--- src/rtl/vcmd_pkg.sv ---
// Shared constants, types and register map of the voltage code mode decoder.
// Assumes a single 125 MHz clock and an APB master with 32-bit data.
package vcmd_pkg;

  // ----------------------------------------------------------------------
  // Reference scale: one unit of a reference code is 12.5 mV.
  // ----------------------------------------------------------------------
  localparam int unsigned REF_W = 8;
  typedef logic [REF_W-1:0] vcmd_ref_t;

  localparam vcmd_ref_t REF_ZERO     = 8'h00;
  localparam vcmd_ref_t REF_STEP     = 8'h01;
  localparam vcmd_ref_t REF_1V550    = 8'h7c;
  localparam vcmd_ref_t PAR_LOW_BASE = 8'h5d;
  localparam logic [5:0] PAR_SPLIT   = 6'h20;
  localparam logic [6:0] SER_OFF_MIN = 7'h7c;

  localparam vcmd_ref_t REF_1V4 = 8'h70;
  localparam vcmd_ref_t REF_1V2 = 8'h60;
  localparam vcmd_ref_t REF_1V1 = 8'h58;
  localparam vcmd_ref_t REF_1V0 = 8'h50;
  localparam vcmd_ref_t REF_0V9 = 8'h48;
  localparam vcmd_ref_t REF_0V8 = 8'h40;

  // ----------------------------------------------------------------------
  // Register map and fields.
  // ----------------------------------------------------------------------
  localparam logic [7:0] ADDR_CTRL   = 8'h00;
  localparam logic [7:0] ADDR_STATUS = 8'h04;
  localparam logic [7:0] ADDR_CMD    = 8'h08;
  localparam logic [7:0] ADDR_REF    = 8'h0c;

  localparam int unsigned TICK_W        = 16;
  localparam logic [15:0] TICK_RESET    = 16'h0100;
  localparam int unsigned CMD_CODE_W    = 7;
  localparam int unsigned CMD_CORE_BIT  = 7;
  localparam int unsigned CMD_BRG_BIT   = 8;
  localparam int unsigned ST_MODE_BIT   = 0;
  localparam int unsigned ST_STATE_LSB  = 1;
  localparam int unsigned ST_PGOOD_BIT  = 3;
  localparam int unsigned ST_POK_BIT    = 4;
  localparam int unsigned ST_FIXED_BIT  = 5;
  localparam int unsigned ST_HOLD_LSB   = 8;
  localparam int unsigned REF_BRG_LSB   = 8;
  localparam int unsigned SYNC_STAGES   = 2;

  // ----------------------------------------------------------------------
  // Sequencer states, Gray coded along off, soft-start, run, ramp-down.
  // ----------------------------------------------------------------------
  typedef enum logic [1:0] {
    VCMD_OFF  = 2'h0,
    VCMD_SOFT = 2'h1,
    VCMD_RUN  = 2'h3,
    VCMD_DOWN = 2'h2
  } vcmd_state_t;

  // Pin inputs that arrive from outside the clock domain.
  typedef struct packed {
    logic       enable;
    logic       mode_select_pin;
    logic       fixed_code_enable;
    logic       serial_clock;
    logic       serial_code_data;
    logic       host_power_ok;
    logic       core_in_reg;
    logic       bridge_in_reg;
    logic [5:0] parallel_code;
  } vcmd_pins_t;

endpackage

--- src/rtl/vcmd_sync.sv ---
// Two-stage synchroniser for a vector of asynchronous inputs.
// Assumes each bit is an independent level; no bus coherency is implied.
module vcmd_sync #(
  parameter int unsigned WIDTH = 1
) (
  input  wire logic             clock_in,
  input  wire logic             rst_n_in,
  input  wire logic [WIDTH-1:0] async_in,
  output logic      [WIDTH-1:0] sync_out
);

  logic [WIDTH-1:0] meta_q;

  // ----------------------------------------------------------------------
  // One flop pair per bit; only the second flop is read outside.
  // ----------------------------------------------------------------------
  for (genvar i = 0; i < WIDTH; i++) begin : g_bit
    always_ff @(posedge clock_in or negedge rst_n_in) begin
      if (!rst_n_in) begin
        meta_q[i]   <= 1'b0;
        sync_out[i] <= 1'b0;
      end else begin
        meta_q[i]   <= async_in[i];
        sync_out[i] <= meta_q[i];
      end
    end
  end

endmodule // vcmd_sync

--- src/rtl/vcmd_ramp.sv ---
// Reference stepper for one plane: moves one unit per tick period.
// Assumes the target and tick period come from the same clock domain.
module vcmd_ramp (
  input  wire logic                        clock_in,
  input  wire logic                        rst_n_in,
  input  wire vcmd_pkg::vcmd_ref_t         target_in,
  input  wire logic [vcmd_pkg::TICK_W-1:0] tick_in,
  output vcmd_pkg::vcmd_ref_t              ref_out,
  output logic                             at_target_out
);

  logic [vcmd_pkg::TICK_W-1:0] cnt_q;
  logic [vcmd_pkg::TICK_W-1:0] cnt_d;
  vcmd_pkg::vcmd_ref_t         ref_d;
  logic                        step;
  logic                        going_up;

  // ----------------------------------------------------------------------
  // Step decision.
  // ----------------------------------------------------------------------
  assign at_target_out = (ref_out == target_in);
  assign step          = !at_target_out && (cnt_q >= tick_in); // RQ20
  assign going_up      = (ref_out < target_in);
  assign cnt_d         = (at_target_out || step) ? '0 :
                         cnt_q + {{(vcmd_pkg::TICK_W-1){1'b0}}, 1'b1};
  assign ref_d         = !step   ? ref_out :
                         going_up ? ref_out + vcmd_pkg::REF_STEP :
                                    ref_out - vcmd_pkg::REF_STEP;

  // ----------------------------------------------------------------------
  // State.
  // ----------------------------------------------------------------------
  always_ff @(posedge clock_in or negedge rst_n_in) begin
    if (!rst_n_in) begin
      cnt_q   <= '0;
      ref_out <= vcmd_pkg::REF_ZERO;
    end else begin
      cnt_q   <= cnt_d;
      ref_out <= ref_d; // RQ10
    end
  end

endmodule // vcmd_ramp

--- src/rtl/vcmd_top.sv ---
// Digital front end of a dual-plane regulator: mode latch, code decode,
// soft-start sequencing, power-good and an APB register slave.
// Assumes pins are asynchronous to clock_in and APB is on clock_in.
//
// Contract
// RQ1: Enable low: planes off, mode select sampled.
// RQ2: Mode captured once on enable rise, held.
// RQ3: Low captures serial mode, high parallel mode.
// RQ4: Host holds mode select stable 1 us.
// RQ5: Parallel mode: bridge plane off, core only.
// RQ6: Six-bit parallel code maps to reference level.
// RQ7: Clock/data decoded per power-ok and fixed enable; the code decodes the straps by fixed enable alone.
// RQ8: Fixed enable low: start-up target table.
// RQ9: Enable rise latches start-up target in holding.
// RQ10: Soft-start steps reference up, both planes together.
// RQ11: Power-good after soft-start with planes regulated.
// RQ12: Enable fall: drop power-good, ramp to zero.
// RQ13: Fixed enable high: fixed target table.
// RQ14: Fixed mode re-decodes straps when they change.
// RQ15: Fixed mode soft-starts then asserts power-good.
// RQ16: After power-good and power-ok, accept commands.
// RQ17: Power-ok low: back to held target, ignore link.
// RQ18: Seven-bit command code, top four codes off.
// RQ19: All pin inputs pass two-flop synchronisers.
// RQ20: Stepper moves one unit per tick period.
module vcmd_top (
  input  wire logic        clock_in,
  input  wire logic        rst_n_in,
  input  wire logic        psel_in,
  input  wire logic        penable_in,
  input  wire logic        pwrite_in,
  input  wire logic [7:0]  paddr_in,
  input  wire logic [31:0] pwdata_in,
  output logic      [31:0] prdata_out,
  output logic             pready_out,
  output logic             pslverr_out,
  input  wire logic        enable_in,
  input  wire logic        mode_select_pin_in,
  input  wire logic [5:0]  parallel_code_in,
  input  wire logic        serial_clock_in,
  input  wire logic        serial_code_data_in,
  input  wire logic        host_power_ok_in,
  input  wire logic        fixed_code_enable_in,
  input  wire logic        core_in_reg_in,
  input  wire logic        bridge_in_reg_in,
  output logic             core_enable_out,
  output logic             bridge_enable_out,
  output logic [7:0]       core_ref_out,
  output logic [7:0]       bridge_ref_out,
  output logic             planes_power_good_out,
  output logic             parallel_code_mode_out
);

  // ----------------------------------------------------------------------
  // Declarations.
  // ----------------------------------------------------------------------
  vcmd_pkg::vcmd_pins_t         pins_raw;
  vcmd_pkg::vcmd_pins_t         pins_s;
  vcmd_pkg::vcmd_state_t        state_q;
  vcmd_pkg::vcmd_state_t        state_d;
  logic                         en_d_q;
  logic                         en_rise;
  logic                         en_fall_seen;
  logic                         mode_par_q;
  logic                         mode_par_d;
  vcmd_pkg::vcmd_ref_t          hold_q;
  vcmd_pkg::vcmd_ref_t          hold_d;
  logic [vcmd_pkg::TICK_W-1:0]  tick_q;
  logic [vcmd_pkg::TICK_W-1:0]  tick_d;
  logic [6:0]                   cmd_core_q;
  logic [6:0]                   cmd_brg_q;
  logic                         cmd_core_v_q;
  logic                         cmd_brg_v_q;
  logic                         cmd_ok;
  logic                         cmd_wr;
  logic                         cmd_core_hit;
  logic                         cmd_brg_hit;
  logic [6:0]                   cmd_code;
  vcmd_pkg::vcmd_ref_t          metal_ref;
  vcmd_pkg::vcmd_ref_t          fixed_ref;
  vcmd_pkg::vcmd_ref_t          startup_ref;
  vcmd_pkg::vcmd_ref_t          par_ref;
  vcmd_pkg::vcmd_ref_t          cmd_core_ref;
  vcmd_pkg::vcmd_ref_t          cmd_brg_ref;
  vcmd_pkg::vcmd_ref_t          ser_core_ref;
  vcmd_pkg::vcmd_ref_t          ser_brg_ref;
  vcmd_pkg::vcmd_ref_t          core_tgt;
  vcmd_pkg::vcmd_ref_t          brg_tgt;
  logic                         core_at;
  logic                         brg_at;
  logic                         planes_on;
  logic                         soft_done;
  logic                         refs_zero;
  logic                         apb_setup;
  logic                         apb_access;
  logic                         apb_wr;
  logic                         hit_ctrl;
  logic                         hit_status;
  logic                         hit_cmd;
  logic                         hit_ref;
  logic                         hit_any;
  logic [31:0]                  rd_word;
  logic [31:0]                  status_word;
  logic [31:0]                  ref_word;
  logic                         core_en_d;
  logic                         brg_en_d;
  logic                         pgood_d;

  // ----------------------------------------------------------------------
  // Pin synchronisers.
  // ----------------------------------------------------------------------
  assign pins_raw = '{enable:            enable_in,
                      mode_select_pin:   mode_select_pin_in,
                      fixed_code_enable: fixed_code_enable_in,
                      serial_clock:      serial_clock_in,
                      serial_code_data:  serial_code_data_in,
                      host_power_ok:     host_power_ok_in,
                      core_in_reg:       core_in_reg_in,
                      bridge_in_reg:     bridge_in_reg_in,
                      parallel_code:     parallel_code_in};

  vcmd_sync #(
    .WIDTH ($bits(vcmd_pkg::vcmd_pins_t))
  ) u_sync (
    .clock_in (clock_in),
    .rst_n_in (rst_n_in),
    .async_in (pins_raw),
    .sync_out (pins_s)
  ); // RQ19

  // ----------------------------------------------------------------------
  // Enable edge and mode capture.
  // ----------------------------------------------------------------------
  assign en_rise      = pins_s.enable && !en_d_q;
  assign en_fall_seen = !pins_s.enable;

  // While off the mode follows the pin; the edge freezes the last sample.
  assign mode_par_d = (state_q == vcmd_pkg::VCMD_OFF) ?
                      pins_s.mode_select_pin : mode_par_q; // RQ1 RQ2 RQ3

  // ----------------------------------------------------------------------
  // Start-up target decode from the clock/data straps.
  // ----------------------------------------------------------------------
  always_comb begin
    unique case ({pins_s.serial_clock, pins_s.serial_code_data})
      2'b00:   metal_ref = vcmd_pkg::REF_1V1;
      2'b01:   metal_ref = vcmd_pkg::REF_1V0;
      2'b10:   metal_ref = vcmd_pkg::REF_0V9;
      2'b11:   metal_ref = vcmd_pkg::REF_0V8;
      default: metal_ref = vcmd_pkg::REF_ZERO;
    endcase
  end // RQ8

  always_comb begin
    unique case ({pins_s.serial_clock, pins_s.serial_code_data})
      2'b00:   fixed_ref = vcmd_pkg::REF_1V4;
      2'b01:   fixed_ref = vcmd_pkg::REF_1V2;
      2'b10:   fixed_ref = vcmd_pkg::REF_1V0;
      2'b11:   fixed_ref = vcmd_pkg::REF_0V8;
      default: fixed_ref = vcmd_pkg::REF_ZERO;
    endcase
  end // RQ13

  assign startup_ref = pins_s.fixed_code_enable ? fixed_ref : metal_ref; // RQ7
  assign hold_d      = en_rise && (state_q == vcmd_pkg::VCMD_OFF) ?
                       startup_ref : hold_q; // RQ9

  // ----------------------------------------------------------------------
  // Parallel code decode: 25 mV steps, then 12.5 mV steps.
  // ----------------------------------------------------------------------
  assign par_ref =
    (pins_s.parallel_code < vcmd_pkg::PAR_SPLIT) ?
    vcmd_pkg::REF_1V550 - {2'b00, pins_s.parallel_code[4:0], 1'b0} :
    vcmd_pkg::PAR_LOW_BASE - {2'b00, pins_s.parallel_code}; // RQ6

  // ----------------------------------------------------------------------
  // Set-voltage commands, 12.5 mV per code, top codes turn the plane off.
  // ----------------------------------------------------------------------
  assign cmd_code     = pwdata_in[vcmd_pkg::CMD_CODE_W-1:0];
  assign cmd_core_hit = pwdata_in[vcmd_pkg::CMD_CORE_BIT];
  assign cmd_brg_hit  = pwdata_in[vcmd_pkg::CMD_BRG_BIT];
  assign cmd_ok       = (state_q == vcmd_pkg::VCMD_RUN) && !mode_par_q &&
                        !pins_s.fixed_code_enable &&
                        pins_s.host_power_ok; // RQ16 RQ17
  assign cmd_wr       = apb_wr && hit_cmd && cmd_ok;

  assign cmd_core_ref = (cmd_core_q >= vcmd_pkg::SER_OFF_MIN) ?
                        vcmd_pkg::REF_ZERO :
                        vcmd_pkg::REF_1V550 - {1'b0, cmd_core_q}; // RQ18
  assign cmd_brg_ref  = (cmd_brg_q >= vcmd_pkg::SER_OFF_MIN) ?
                        vcmd_pkg::REF_ZERO :
                        vcmd_pkg::REF_1V550 - {1'b0, cmd_brg_q}; // RQ18

  // ----------------------------------------------------------------------
  // Target selection for both planes.
  // ----------------------------------------------------------------------
  // Fixed mode follows the live straps so a moved jumper is re-decoded.
  assign ser_core_ref = pins_s.fixed_code_enable ? fixed_ref :
                        cmd_core_v_q ? cmd_core_ref : hold_q; // RQ14 RQ17
  assign ser_brg_ref  = pins_s.fixed_code_enable ? fixed_ref :
                        cmd_brg_v_q ? cmd_brg_ref : hold_q; // RQ14 RQ17

  assign planes_on = (state_q == vcmd_pkg::VCMD_SOFT) ||
                     (state_q == vcmd_pkg::VCMD_RUN);
  assign core_tgt  = !planes_on ? vcmd_pkg::REF_ZERO :
                     mode_par_q ? par_ref : ser_core_ref; // RQ12 RQ15
  assign brg_tgt   = (!planes_on || mode_par_q) ?
                     vcmd_pkg::REF_ZERO : ser_brg_ref; // RQ5 RQ12

  vcmd_ramp u_core_ramp (
    .clock_in      (clock_in),
    .rst_n_in      (rst_n_in),
    .target_in     (core_tgt),
    .tick_in       (tick_q),
    .ref_out       (core_ref_out),
    .at_target_out (core_at)
  ); // RQ10

  vcmd_ramp u_brg_ramp (
    .clock_in      (clock_in),
    .rst_n_in      (rst_n_in),
    .target_in     (brg_tgt),
    .tick_in       (tick_q),
    .ref_out       (bridge_ref_out),
    .at_target_out (brg_at)
  ); // RQ10

  // ----------------------------------------------------------------------
  // Sequencer.
  // ----------------------------------------------------------------------
  assign soft_done = core_at && brg_at && pins_s.core_in_reg &&
                     (mode_par_q || pins_s.bridge_in_reg); // RQ11
  assign refs_zero = (core_ref_out == vcmd_pkg::REF_ZERO) &&
                     (bridge_ref_out == vcmd_pkg::REF_ZERO);

  always_comb begin
    state_d = state_q;
    unique case (state_q)
      vcmd_pkg::VCMD_OFF: begin
        if (en_rise) begin
          state_d = vcmd_pkg::VCMD_SOFT;
        end
      end
      vcmd_pkg::VCMD_SOFT: begin
        if (en_fall_seen) begin
          state_d = vcmd_pkg::VCMD_DOWN;
        end else if (soft_done) begin
          state_d = vcmd_pkg::VCMD_RUN;
        end
      end
      vcmd_pkg::VCMD_RUN: begin
        if (en_fall_seen) begin
          state_d = vcmd_pkg::VCMD_DOWN; // RQ12
        end
      end
      vcmd_pkg::VCMD_DOWN: begin
        if (refs_zero) begin
          state_d = vcmd_pkg::VCMD_OFF;
        end
      end
    endcase
  end

  assign pgood_d   = (state_d == vcmd_pkg::VCMD_RUN); // RQ11 RQ12 RQ15
  assign core_en_d = (state_d != vcmd_pkg::VCMD_OFF); // RQ1
  assign brg_en_d  = (state_d != vcmd_pkg::VCMD_OFF) && !mode_par_d; // RQ5

  always_ff @(posedge clock_in or negedge rst_n_in) begin
    if (!rst_n_in) begin
      state_q                <= vcmd_pkg::VCMD_OFF;
      en_d_q                 <= 1'b0;
      mode_par_q             <= 1'b0;
      hold_q                 <= vcmd_pkg::REF_ZERO;
      planes_power_good_out  <= 1'b0;
      core_enable_out        <= 1'b0;
      bridge_enable_out      <= 1'b0;
      parallel_code_mode_out <= 1'b0;
    end else begin
      state_q                <= state_d;
      en_d_q                 <= pins_s.enable;
      mode_par_q             <= mode_par_d;
      hold_q                 <= hold_d;
      planes_power_good_out  <= pgood_d;
      core_enable_out        <= core_en_d;
      bridge_enable_out      <= brg_en_d;
      parallel_code_mode_out <= mode_par_d;
    end
  end

  // ----------------------------------------------------------------------
  // Command holding registers.
  // ----------------------------------------------------------------------
  // Dropping power-ok or leaving run forgets every command received.
  always_ff @(posedge clock_in or negedge rst_n_in) begin
    if (!rst_n_in) begin
      cmd_core_q   <= '0;
      cmd_brg_q    <= '0;
      cmd_core_v_q <= 1'b0;
      cmd_brg_v_q  <= 1'b0;
    end else if (!cmd_ok) begin
      cmd_core_v_q <= 1'b0; // RQ17
      cmd_brg_v_q  <= 1'b0; // RQ17
    end else if (cmd_wr) begin
      if (cmd_core_hit) begin
        cmd_core_q   <= cmd_code;
        cmd_core_v_q <= 1'b1; // RQ16
      end
      if (cmd_brg_hit) begin
        cmd_brg_q   <= cmd_code;
        cmd_brg_v_q <= 1'b1; // RQ16
      end
    end
  end

  // ----------------------------------------------------------------------
  // APB slave: answers in the first access cycle.
  // ----------------------------------------------------------------------
  assign apb_setup  = psel_in && !penable_in;
  assign apb_access = psel_in && penable_in && pready_out;
  assign apb_wr     = apb_access && pwrite_in;
  assign hit_ctrl   = (paddr_in == vcmd_pkg::ADDR_CTRL);
  assign hit_status = (paddr_in == vcmd_pkg::ADDR_STATUS);
  assign hit_cmd    = (paddr_in == vcmd_pkg::ADDR_CMD);
  assign hit_ref    = (paddr_in == vcmd_pkg::ADDR_REF);
  assign hit_any    = hit_ctrl || hit_status || hit_cmd || hit_ref;

  always_comb begin
    status_word = '0;
    status_word[vcmd_pkg::ST_MODE_BIT] = mode_par_q;
    status_word[vcmd_pkg::ST_STATE_LSB +: 2] = state_q;
    status_word[vcmd_pkg::ST_PGOOD_BIT] = planes_power_good_out;
    status_word[vcmd_pkg::ST_POK_BIT] = pins_s.host_power_ok;
    status_word[vcmd_pkg::ST_FIXED_BIT] = pins_s.fixed_code_enable;
    status_word[vcmd_pkg::ST_HOLD_LSB +: vcmd_pkg::REF_W] = hold_q;
  end

  always_comb begin
    ref_word = '0;
    ref_word[vcmd_pkg::REF_W-1:0] = core_ref_out;
    ref_word[vcmd_pkg::REF_BRG_LSB +: vcmd_pkg::REF_W] = bridge_ref_out;
  end

  assign rd_word = hit_ctrl   ? {{(32-vcmd_pkg::TICK_W){1'b0}}, tick_q} :
                   hit_status ? status_word :
                   hit_ref    ? ref_word : '0;

  assign tick_d = (apb_wr && hit_ctrl) ?
                  pwdata_in[vcmd_pkg::TICK_W-1:0] : tick_q; // RQ20

  always_ff @(posedge clock_in or negedge rst_n_in) begin
    if (!rst_n_in) begin
      pready_out  <= 1'b0;
      pslverr_out <= 1'b0;
      prdata_out  <= '0;
      tick_q      <= vcmd_pkg::TICK_RESET;
    end else begin
      pready_out  <= apb_setup;
      pslverr_out <= apb_setup && !hit_any;
      prdata_out  <= (apb_setup && !pwrite_in) ? rd_word : '0;
      tick_q      <= tick_d;
    end
  end

endmodule // vcmd_top

--- config.mk ---
export PLATFORM = sky130hd
export DESIGN_NAME = vcmd_top
export DESIGN_NICKNAME = d
export VERILOG_FILES = /design/src/rtl/vcmd_pkg.sv /design/src/rtl/vcmd_sync.sv /design/src/rtl/vcmd_ramp.sv /design/src/rtl/vcmd_top.sv
export SDC_FILE = /design/constraint.sdc
export NUM_CORES = 1
export LEC_CHECK = 0
export BUFFER_PORTS_ARGS = -buffer_cell sky130_fd_sc_hd__clkbuf_2
export CAP_MARGIN = 20
export CORE_MARGIN = 4
export CORE_UTILIZATION = 52
export DETAILED_ROUTE_END_ITERATION = 8
export GPL_TIMING_DRIVEN = 0
export PLACE_DENSITY_LB_ADDON = 0.3
export SLEW_MARGIN = 40
export SYNTH_ARGS = -nofsm -noshare
export SYNTH_HDL_FRONTEND = slang
export SYNTH_SLANG_ARGS = --single-unit
--- constraint.sdc ---
create_clock -name clock_in -period 3.33 [get_ports clock_in]
set_input_delay 0.333 -clock clock_in [delete_from_list [all_inputs] [get_ports clock_in]]
set_output_delay 0.333 -clock clock_in [all_outputs]
set_load 0.005 [all_outputs]
### Yosys cells after proc, flatten, opt, wreduce, memory -nomap -nowiden

Index checks and enable logic that the tools add are counted.

| storage, ports and cells | value |
|---|---|
| register bits after elaboration | 141 |
| input bits | 59 |
| output and inout port bits | 54 |
| word-level logic and storage cells | 162 |

| cells by class | value |
|---|---|
| add/subtract/negate cells | 10 |
| order comparisons | 7 |
| equal/unequal tests | 15 |
| multiplexer cells | 34 |
| reductions and logical operators | 49 |

Operators by type and width:

| cell | count |
|---|---|
| 8-bit 2-to-1 mux | 13 |
| 16-bit 2-to-1 mux | 6 |
| 8-bit one-hot mux with 4 select lines | 2 |
| 16-bit by 1-bit adder with 16-bit output, second input constant | 2 |
| 16-bit >= comparator | 2 |
| 8-bit logical NOT | 3 |
| 1-bit logical AND | 21 |
| 8-bit by 1-bit adder with 8-bit output, second input constant | 2 |
| 8-bit by 4-bit equality test with 1-bit output, second input constant | 2 |
| 8-bit equality test | 2 |
| 8-bit less-than comparator | 2 |
| 7-bit by 6-bit subtractor with 8-bit output, first input constant | 2 |
| 7-bit by 7-bit subtractor with 8-bit output, first input constant | 2 |
| 8-bit by 1-bit subtractor with 8-bit output, second input constant | 2 |
| 7-bit >= comparator, second input constant | 2 |
| 2-bit equality test, second input constant | 5 |
| 1-bit logical NOT | 10 |
| 2-bit 2-to-1 mux | 5 |
| 8-bit by 3-bit equality test with 1-bit output, second input constant | 1 |
| 1-bit logical OR | 8 |
| 2-bit one-hot mux with 4 select lines | 1 |
| 1-bit 2-to-1 mux | 7 |
| 6-bit less-than comparator, second input constant | 1 |
| 3-bit AND reduction | 2 |
| other kinds (6) | 10 |

### Longest topological paths before layout

| logic depth | value |
|---|---|
| depth in word-level cells | 15 |
| mapped depth | 19 |
| gate-level depth less buffers | 19 |

### Hierarchy

A second synthesis with hierarchy kept.

| unflattened totals | value |
|---|---|
| cell total of the unflattened synthesis | 760 |
| area, all modules | 7983.9 um2 |

Modules (own cells, without submodules):

| module | times used | cells each | area an instance (um2) | seq. area each (um2) |
|---|---|---|---|---|
| vcmd_ramp | 2 | 206 | 1931.9 | 600.6 |
| vcmd_top | 1 | 320 | 3419.5 | 1527.7 |
| vcmd_sync | 1 | 28 | 700.7 | 700.7 |

### Worst setup path before layout

No wires, ideal clock.

| timing path | value |
|---|---|
| kind | reg2reg |
| start | register cmd_core_q[2] |
| end | register u_core_ramp.ref_out[6] |
| library setup time | 125 ps |
| data arrival time | 3561 ps |
| data required time | 3205 ps |
| path slack | -356 ps |
| cell stages (with the launch flop) | 17 |
| buffers on the path | 0 |
| clock period less this slack | 3686 ps |
| cell sequence | dfrtp_1 and4_1 a21oi_1 a22oi_1 o31ai_1 nand2_1 ha_1 a21oi_1 a31oi_1 a211o_1 fa_1 a21o_1 a21oi_1 o21bai_1 a21oi_1 xnor2_1 mux2_2 |

| on the way | value |
|---|---|
| word-level cells in the longest chain between the ends | 9 |
| elaborated cells between the ends (all ways) | 12 |
| those cells by class | add/sub: 1; order compare: 2; eq/ne: 1; mux: 6; reduce/logical: 2 |

RTL lines:

| what | RTL line | text |
|---|---|---|
| start: declaration | vcmd_top.sv:70 | `logic [6:0] cmd_core_q;` |
| start signal: assignment | vcmd_top.sv:305 | `cmd_core_q <= cmd_code;` |
| 7-bit by 7-bit subtractor with 8-bit output / 7-bit >= comparator (equally long branches) | vcmd_top.sv:189, vcmd_top.sv:187 |  |
| 8-bit 2-to-1 mux (*) | vcmd_top.sv:187 | `assign cmd_core_ref = (cmd_core_q >= vcmd_pkg::SER_OFF_MIN) ?` |
| 8-bit 2-to-1 mux (*) | vcmd_top.sv:199 | `cmd_core_v_q ? cmd_core_ref : hold_q;` |
| 8-bit 2-to-1 mux (*) | vcmd_top.sv:198 | `assign ser_core_ref = pins_s.fixed_code_enable ? fixed_ref :` |
| 8-bit 2-to-1 mux (*) | vcmd_top.sv:206 | `mode_par_q ? par_ref : ser_core_ref;` |
| 8-bit 2-to-1 mux (*) | vcmd_top.sv:205 | `assign core_tgt = !planes_on ? vcmd_pkg::REF_ZERO :` |
| parallel branches: the longest is 3 deep, another holds 8-bit less-than comparator | - |  |
| end signal: assignment | vcmd_ramp.sv:36 | `ref_out <= vcmd_pkg::REF_ZERO;` |
| end signal: assignment | vcmd_ramp.sv:39 | `ref_out <= ref_d;` |
| end: declaration | vcmd_ramp.sv:8 | `output vcmd_pkg::vcmd_ref_t ref_out,` |

Mark *: on every way between the ends.
A chain may end at the register's enable or synchronous reset.

### Worst setup path in the final report

| timing path | value |
|---|---|
| start | register u_sync.sync_out[1] |
| end | register u_core_ramp.ref_out[7] |

| on the way | value |
|---|---|
| word-level cells in the longest chain between the ends | 7 |
| elaborated cells between the ends (all ways) | 11 |
| those cells by class | add/sub: 2; order compare: 2; eq/ne: 1; mux: 4; reduce/logical: 2 |

RTL lines:

| what | RTL line | text |
|---|---|---|
| start: declaration | vcmd_sync.sv:9 | `output logic [WIDTH-1:0] sync_out` |
| start signal: indexed assignment | vcmd_sync.sv:24 | `sync_out[i] <= meta_q[i];` |
| 7-bit by 6-bit subtractor with 8-bit output, or another cell as far along | vcmd_top.sv:174 | `vcmd_pkg::PAR_LOW_BASE - {2'b00, pins_s.parallel_code};` |
| 8-bit 2-to-1 mux (*) | vcmd_top.sv:172 | `(pins_s.parallel_code < vcmd_pkg::PAR_SPLIT) ?` |
| 8-bit 2-to-1 mux (*) | vcmd_top.sv:206 |  |
| 8-bit 2-to-1 mux (*) | vcmd_top.sv:205 |  |
| parallel branches: the longest is 3 deep, another holds 8-bit less-than comparator | - |  |

Marked as above.

==> qor.txt <==
status - complete, but fails checks
violated checks - negative setup slack
Fin. Hold Viols - 0
chip width - 129 µm
area of placed instances - 8330 µm²
post-DP HPWL - 13,700 µm
ANT cells - 0
vias in the first global route - 6,243
GRT Overall Usage - 0.247
number of max-cap violations - 0
Final Cycle Share - 1.15
async set or reset register ratio after synthesis - 1.00
Placer Congestion - 0.929
max_slew headroom - 0.550
PD cells - 785 nW/µm²
final setup margin - -503 ps
Crit. End Element - flop
final setup violation count - 12
Rows - 43
Detail Route Antenna Nets - 0
RSZ-0062 raised after global routing - true
Post-Syn Area - 7590 µm²
commonest non-fill, non-tap cell in the layout - dfrtp_1
drt drc - 0
largest net degree at the start of global routing - 75
root buffer cell - clkbuf_16
Net count, final - 1,017
H-tree depth - 4
TritonCTS clock tree - yes
Worst Path Required - 3630 ps
clock-pin slew on the worst setup and hold paths - 60 ps
clk_lat worst skew - 430 ps
fmax - 0.261 GHz
Netlist cell types - 57
Die Area - 16,600 µm²
worst hold start - enable_in
minimum clock period - 3830 ps
arrival time at the worst endpoint - 4140 ps
Syn Area/Cell - 10.5 µm²
CORE AREA - 14,100 µm²
Post-Syn Instances - 725
clock tree buffer depth - 2
element type at the critical path start - flop
clock sinks - 137
grt ovf - 0
FF-to-FF Start - u_sync.sync_out[1]$_DFF_PN0_
Ys Warns - 0
vias - 6,229
drt via density - 5.77
drt total wl - 20,600 µm
CP Max Fanout - 6
total CTS buffers - 17
setup_tns - -3170 ps
Port-buffer cells - 80
dominant synthesized flop cell - dfrtp_1
sequential share of the synthesized area - 0.452
initial antenna violation count - 0
I/O Pins - 113
P&R area growth vs syn - 29.6%
Hold Path Class - primary input to flop
commonest cells after routing, fill and taps aside - dfrtp_1 (130), clkbuf_2 (80), nand2_1 (72), nor2_1 (60), ha_1 (53)
Core Util, Final - 0.698
Slew @ Worst Pin - 668 ps
share of layout cells above drive strength 1 - 0.337
first-pass GRT wire length - 31,900 µm
FF+latch count, synth - 137
peak supply drop - 445 µV
die height - 129 µm
Critical Path Source - u_sync.sync_out[1]$_DFF_PN0_
starting density of the core - 0.538
1st-iter DRT viols - 637
drt pass-1 iters - 5
Post-synth EDFFs - 0
clk_skew - 8.34 ps
final instance area - 9840 µm²
Lkg Pwr - 0.00454 µW
DR WL/cell - 19.0 µm
Pins Over Slew Limit - 0
Crit Path Class - flop to flop
## critical path, stage by stage, from the launching register on
cell	delay, ps
dfrtp_2	470
ha_4	160
inv_2	40
o21ai_4	160
nor2_4	50
a211o_1	260
o2111ai_2	100
o2111ai_2	160
ha_1	310
nand4_1	110
a31oi_1	70
a211o_4	350
buf_6	150
ha_4	230
nand3_1	90
o211ai_1	90
buf_4	150
o41ai_2	280
xnor2_1	200
o21ai_1	140
xnor2_1	140
## kinds of logic after synthesis
kind of cell / synth area share
muxes: 0.0716
AOI/OAI and AO/OA: 0.107
other: 0.000990
xor gates and xnor gates: 0.0612
DFF: 0.452
and+or+nand+nor: 0.144
adders and majority gates: 0.119
buffers and inverters: 0.0447
## stage by stage
stage | hold WS [ps] | total power, µW | cells | worst slack, ps
global placement | 333 | 4300 | 1001 | -414
global route | 5.76 | 8100 | 1080 | -625
floorplan | 37.4 | 3840 | 741 | -102
detailed placement | 336 | 4450 | 1002 | -537
CTS | 0.0938 | 7100 | 1072 | -326
finish | 8.79 | 7720 | 1080 | -503
## final timing paths
| kind | to | slack (ps) | cells past startpoint |
|---|---|---|---|
| min reg2reg | u_sync.sync_out[11]$_DFF_PN0_ | 350 | 0 |
| min in group asynchronous | u_sync.meta_q[4]$_DFF_PN0_ | 460 | 2 |
| min | u_sync.meta_q[13]$_DFF_PN0_ | 9 | 1 |
| max reg2reg | u_core_ramp.ref_out[7]$_DFFE_PN0P_ | -500 | 20 |
| max in group asynchronous | tick_q[8]$_DFFE_PN1P_ | 2090 | 3 |
| max | u_core_ramp.ref_out[7]$_DFFE_PN0P_ | -500 | 20 |
## routing by layer
metal | vias to the layer above | wire length, µm | track usage
met3 | 65 | 1400 | 0.0477
met2 | 274 | 9830 | 0.404
met5 | - | 0 | 0
met4 | 0 | 670 | 0.110
li1 | 2854 | - | -
met1 | 3036 | 8670 | 0.321
## timing repair
action                                  in CTS  in global routing
endpoints found under the hold margin       64                  0
endpoints found under the setup margin      25                 42
gates resized for setup                     67                 42
buffers inserted                            38                 13
hold buffers                                 2                  0
pin swaps                                   30                 34
## state kept, by name (all words and copies together) (netlist names), 8 cells and up
| register | cells |
|---|---|
| prdata_out | 16 |
| tick_q | 16 |
| u_brg_ramp.cnt_q | 16 |
| u_core_ramp.cnt_q | 16 |
| u_sync.meta_q | 14 |
| u_sync.sync_out | 14 |
| u_brg_ramp.ref_out | 8 |
| u_core_ramp.ref_out | 8 |
## power by group
| group | leakage, µW | internal [µW] | total, µW | switching [µW] |
|---|---|---|---|---|
| registers | 0.00178 | 1830 | 2170 | 337 |
| logic | 0.00247 | 2020 | 3600 | 1590 |
| clock network | 0.000293 | 1200 | 1950 | 747 |
## cell usage after synthesis, drive strengths merged, types with 5 or more instances
| master | number | area [µm²] |
|---|---|---|
| o31ai | 5 | 37.5 |
| xnor2 | 29 | 254 |
| and2 | 6 | 38.8 |
| buf | 18 | 151 |
| ha | 69 | 863 |
| mux2 | 44 | 533 |
| o211ai | 6 | 45.0 |
| xor2 | 24 | 210 |
| dfrtp | 136 | 3400 |
| a21o | 8 | 60.1 |
| nor2 | 66 | 253 |
| o21ai | 27 | 135 |
| nor2b | 6 | 37.5 |
| a22oi | 7 | 52.6 |
| o2111ai | 7 | 61.3 |
| a211o | 6 | 52.6 |
| inv | 39 | 146 |
| clkbuf | 11 | 41.3 |
| nand3 | 31 | 155 |
| a211oi | 10 | 75.1 |
| and3 | 8 | 50.1 |
| nand4 | 10 | 62.6 |
| nor3 | 5 | 25.0 |
| nand2 | 73 | 277 |
| a21oi | 22 | 110 |
## area by class of cell
class                   count  area [µm²]
multi-input cells         536        4370
fillers                   993        4260
flip-flops and latches    137        3440
repair buffers            129         851
clock buffers              18         439
well taps                 180         225
plain buffers              27         194
clock inverters            14         171
inverters                  39         146
No activity file was read; power rests on OpenSTA's default activity.
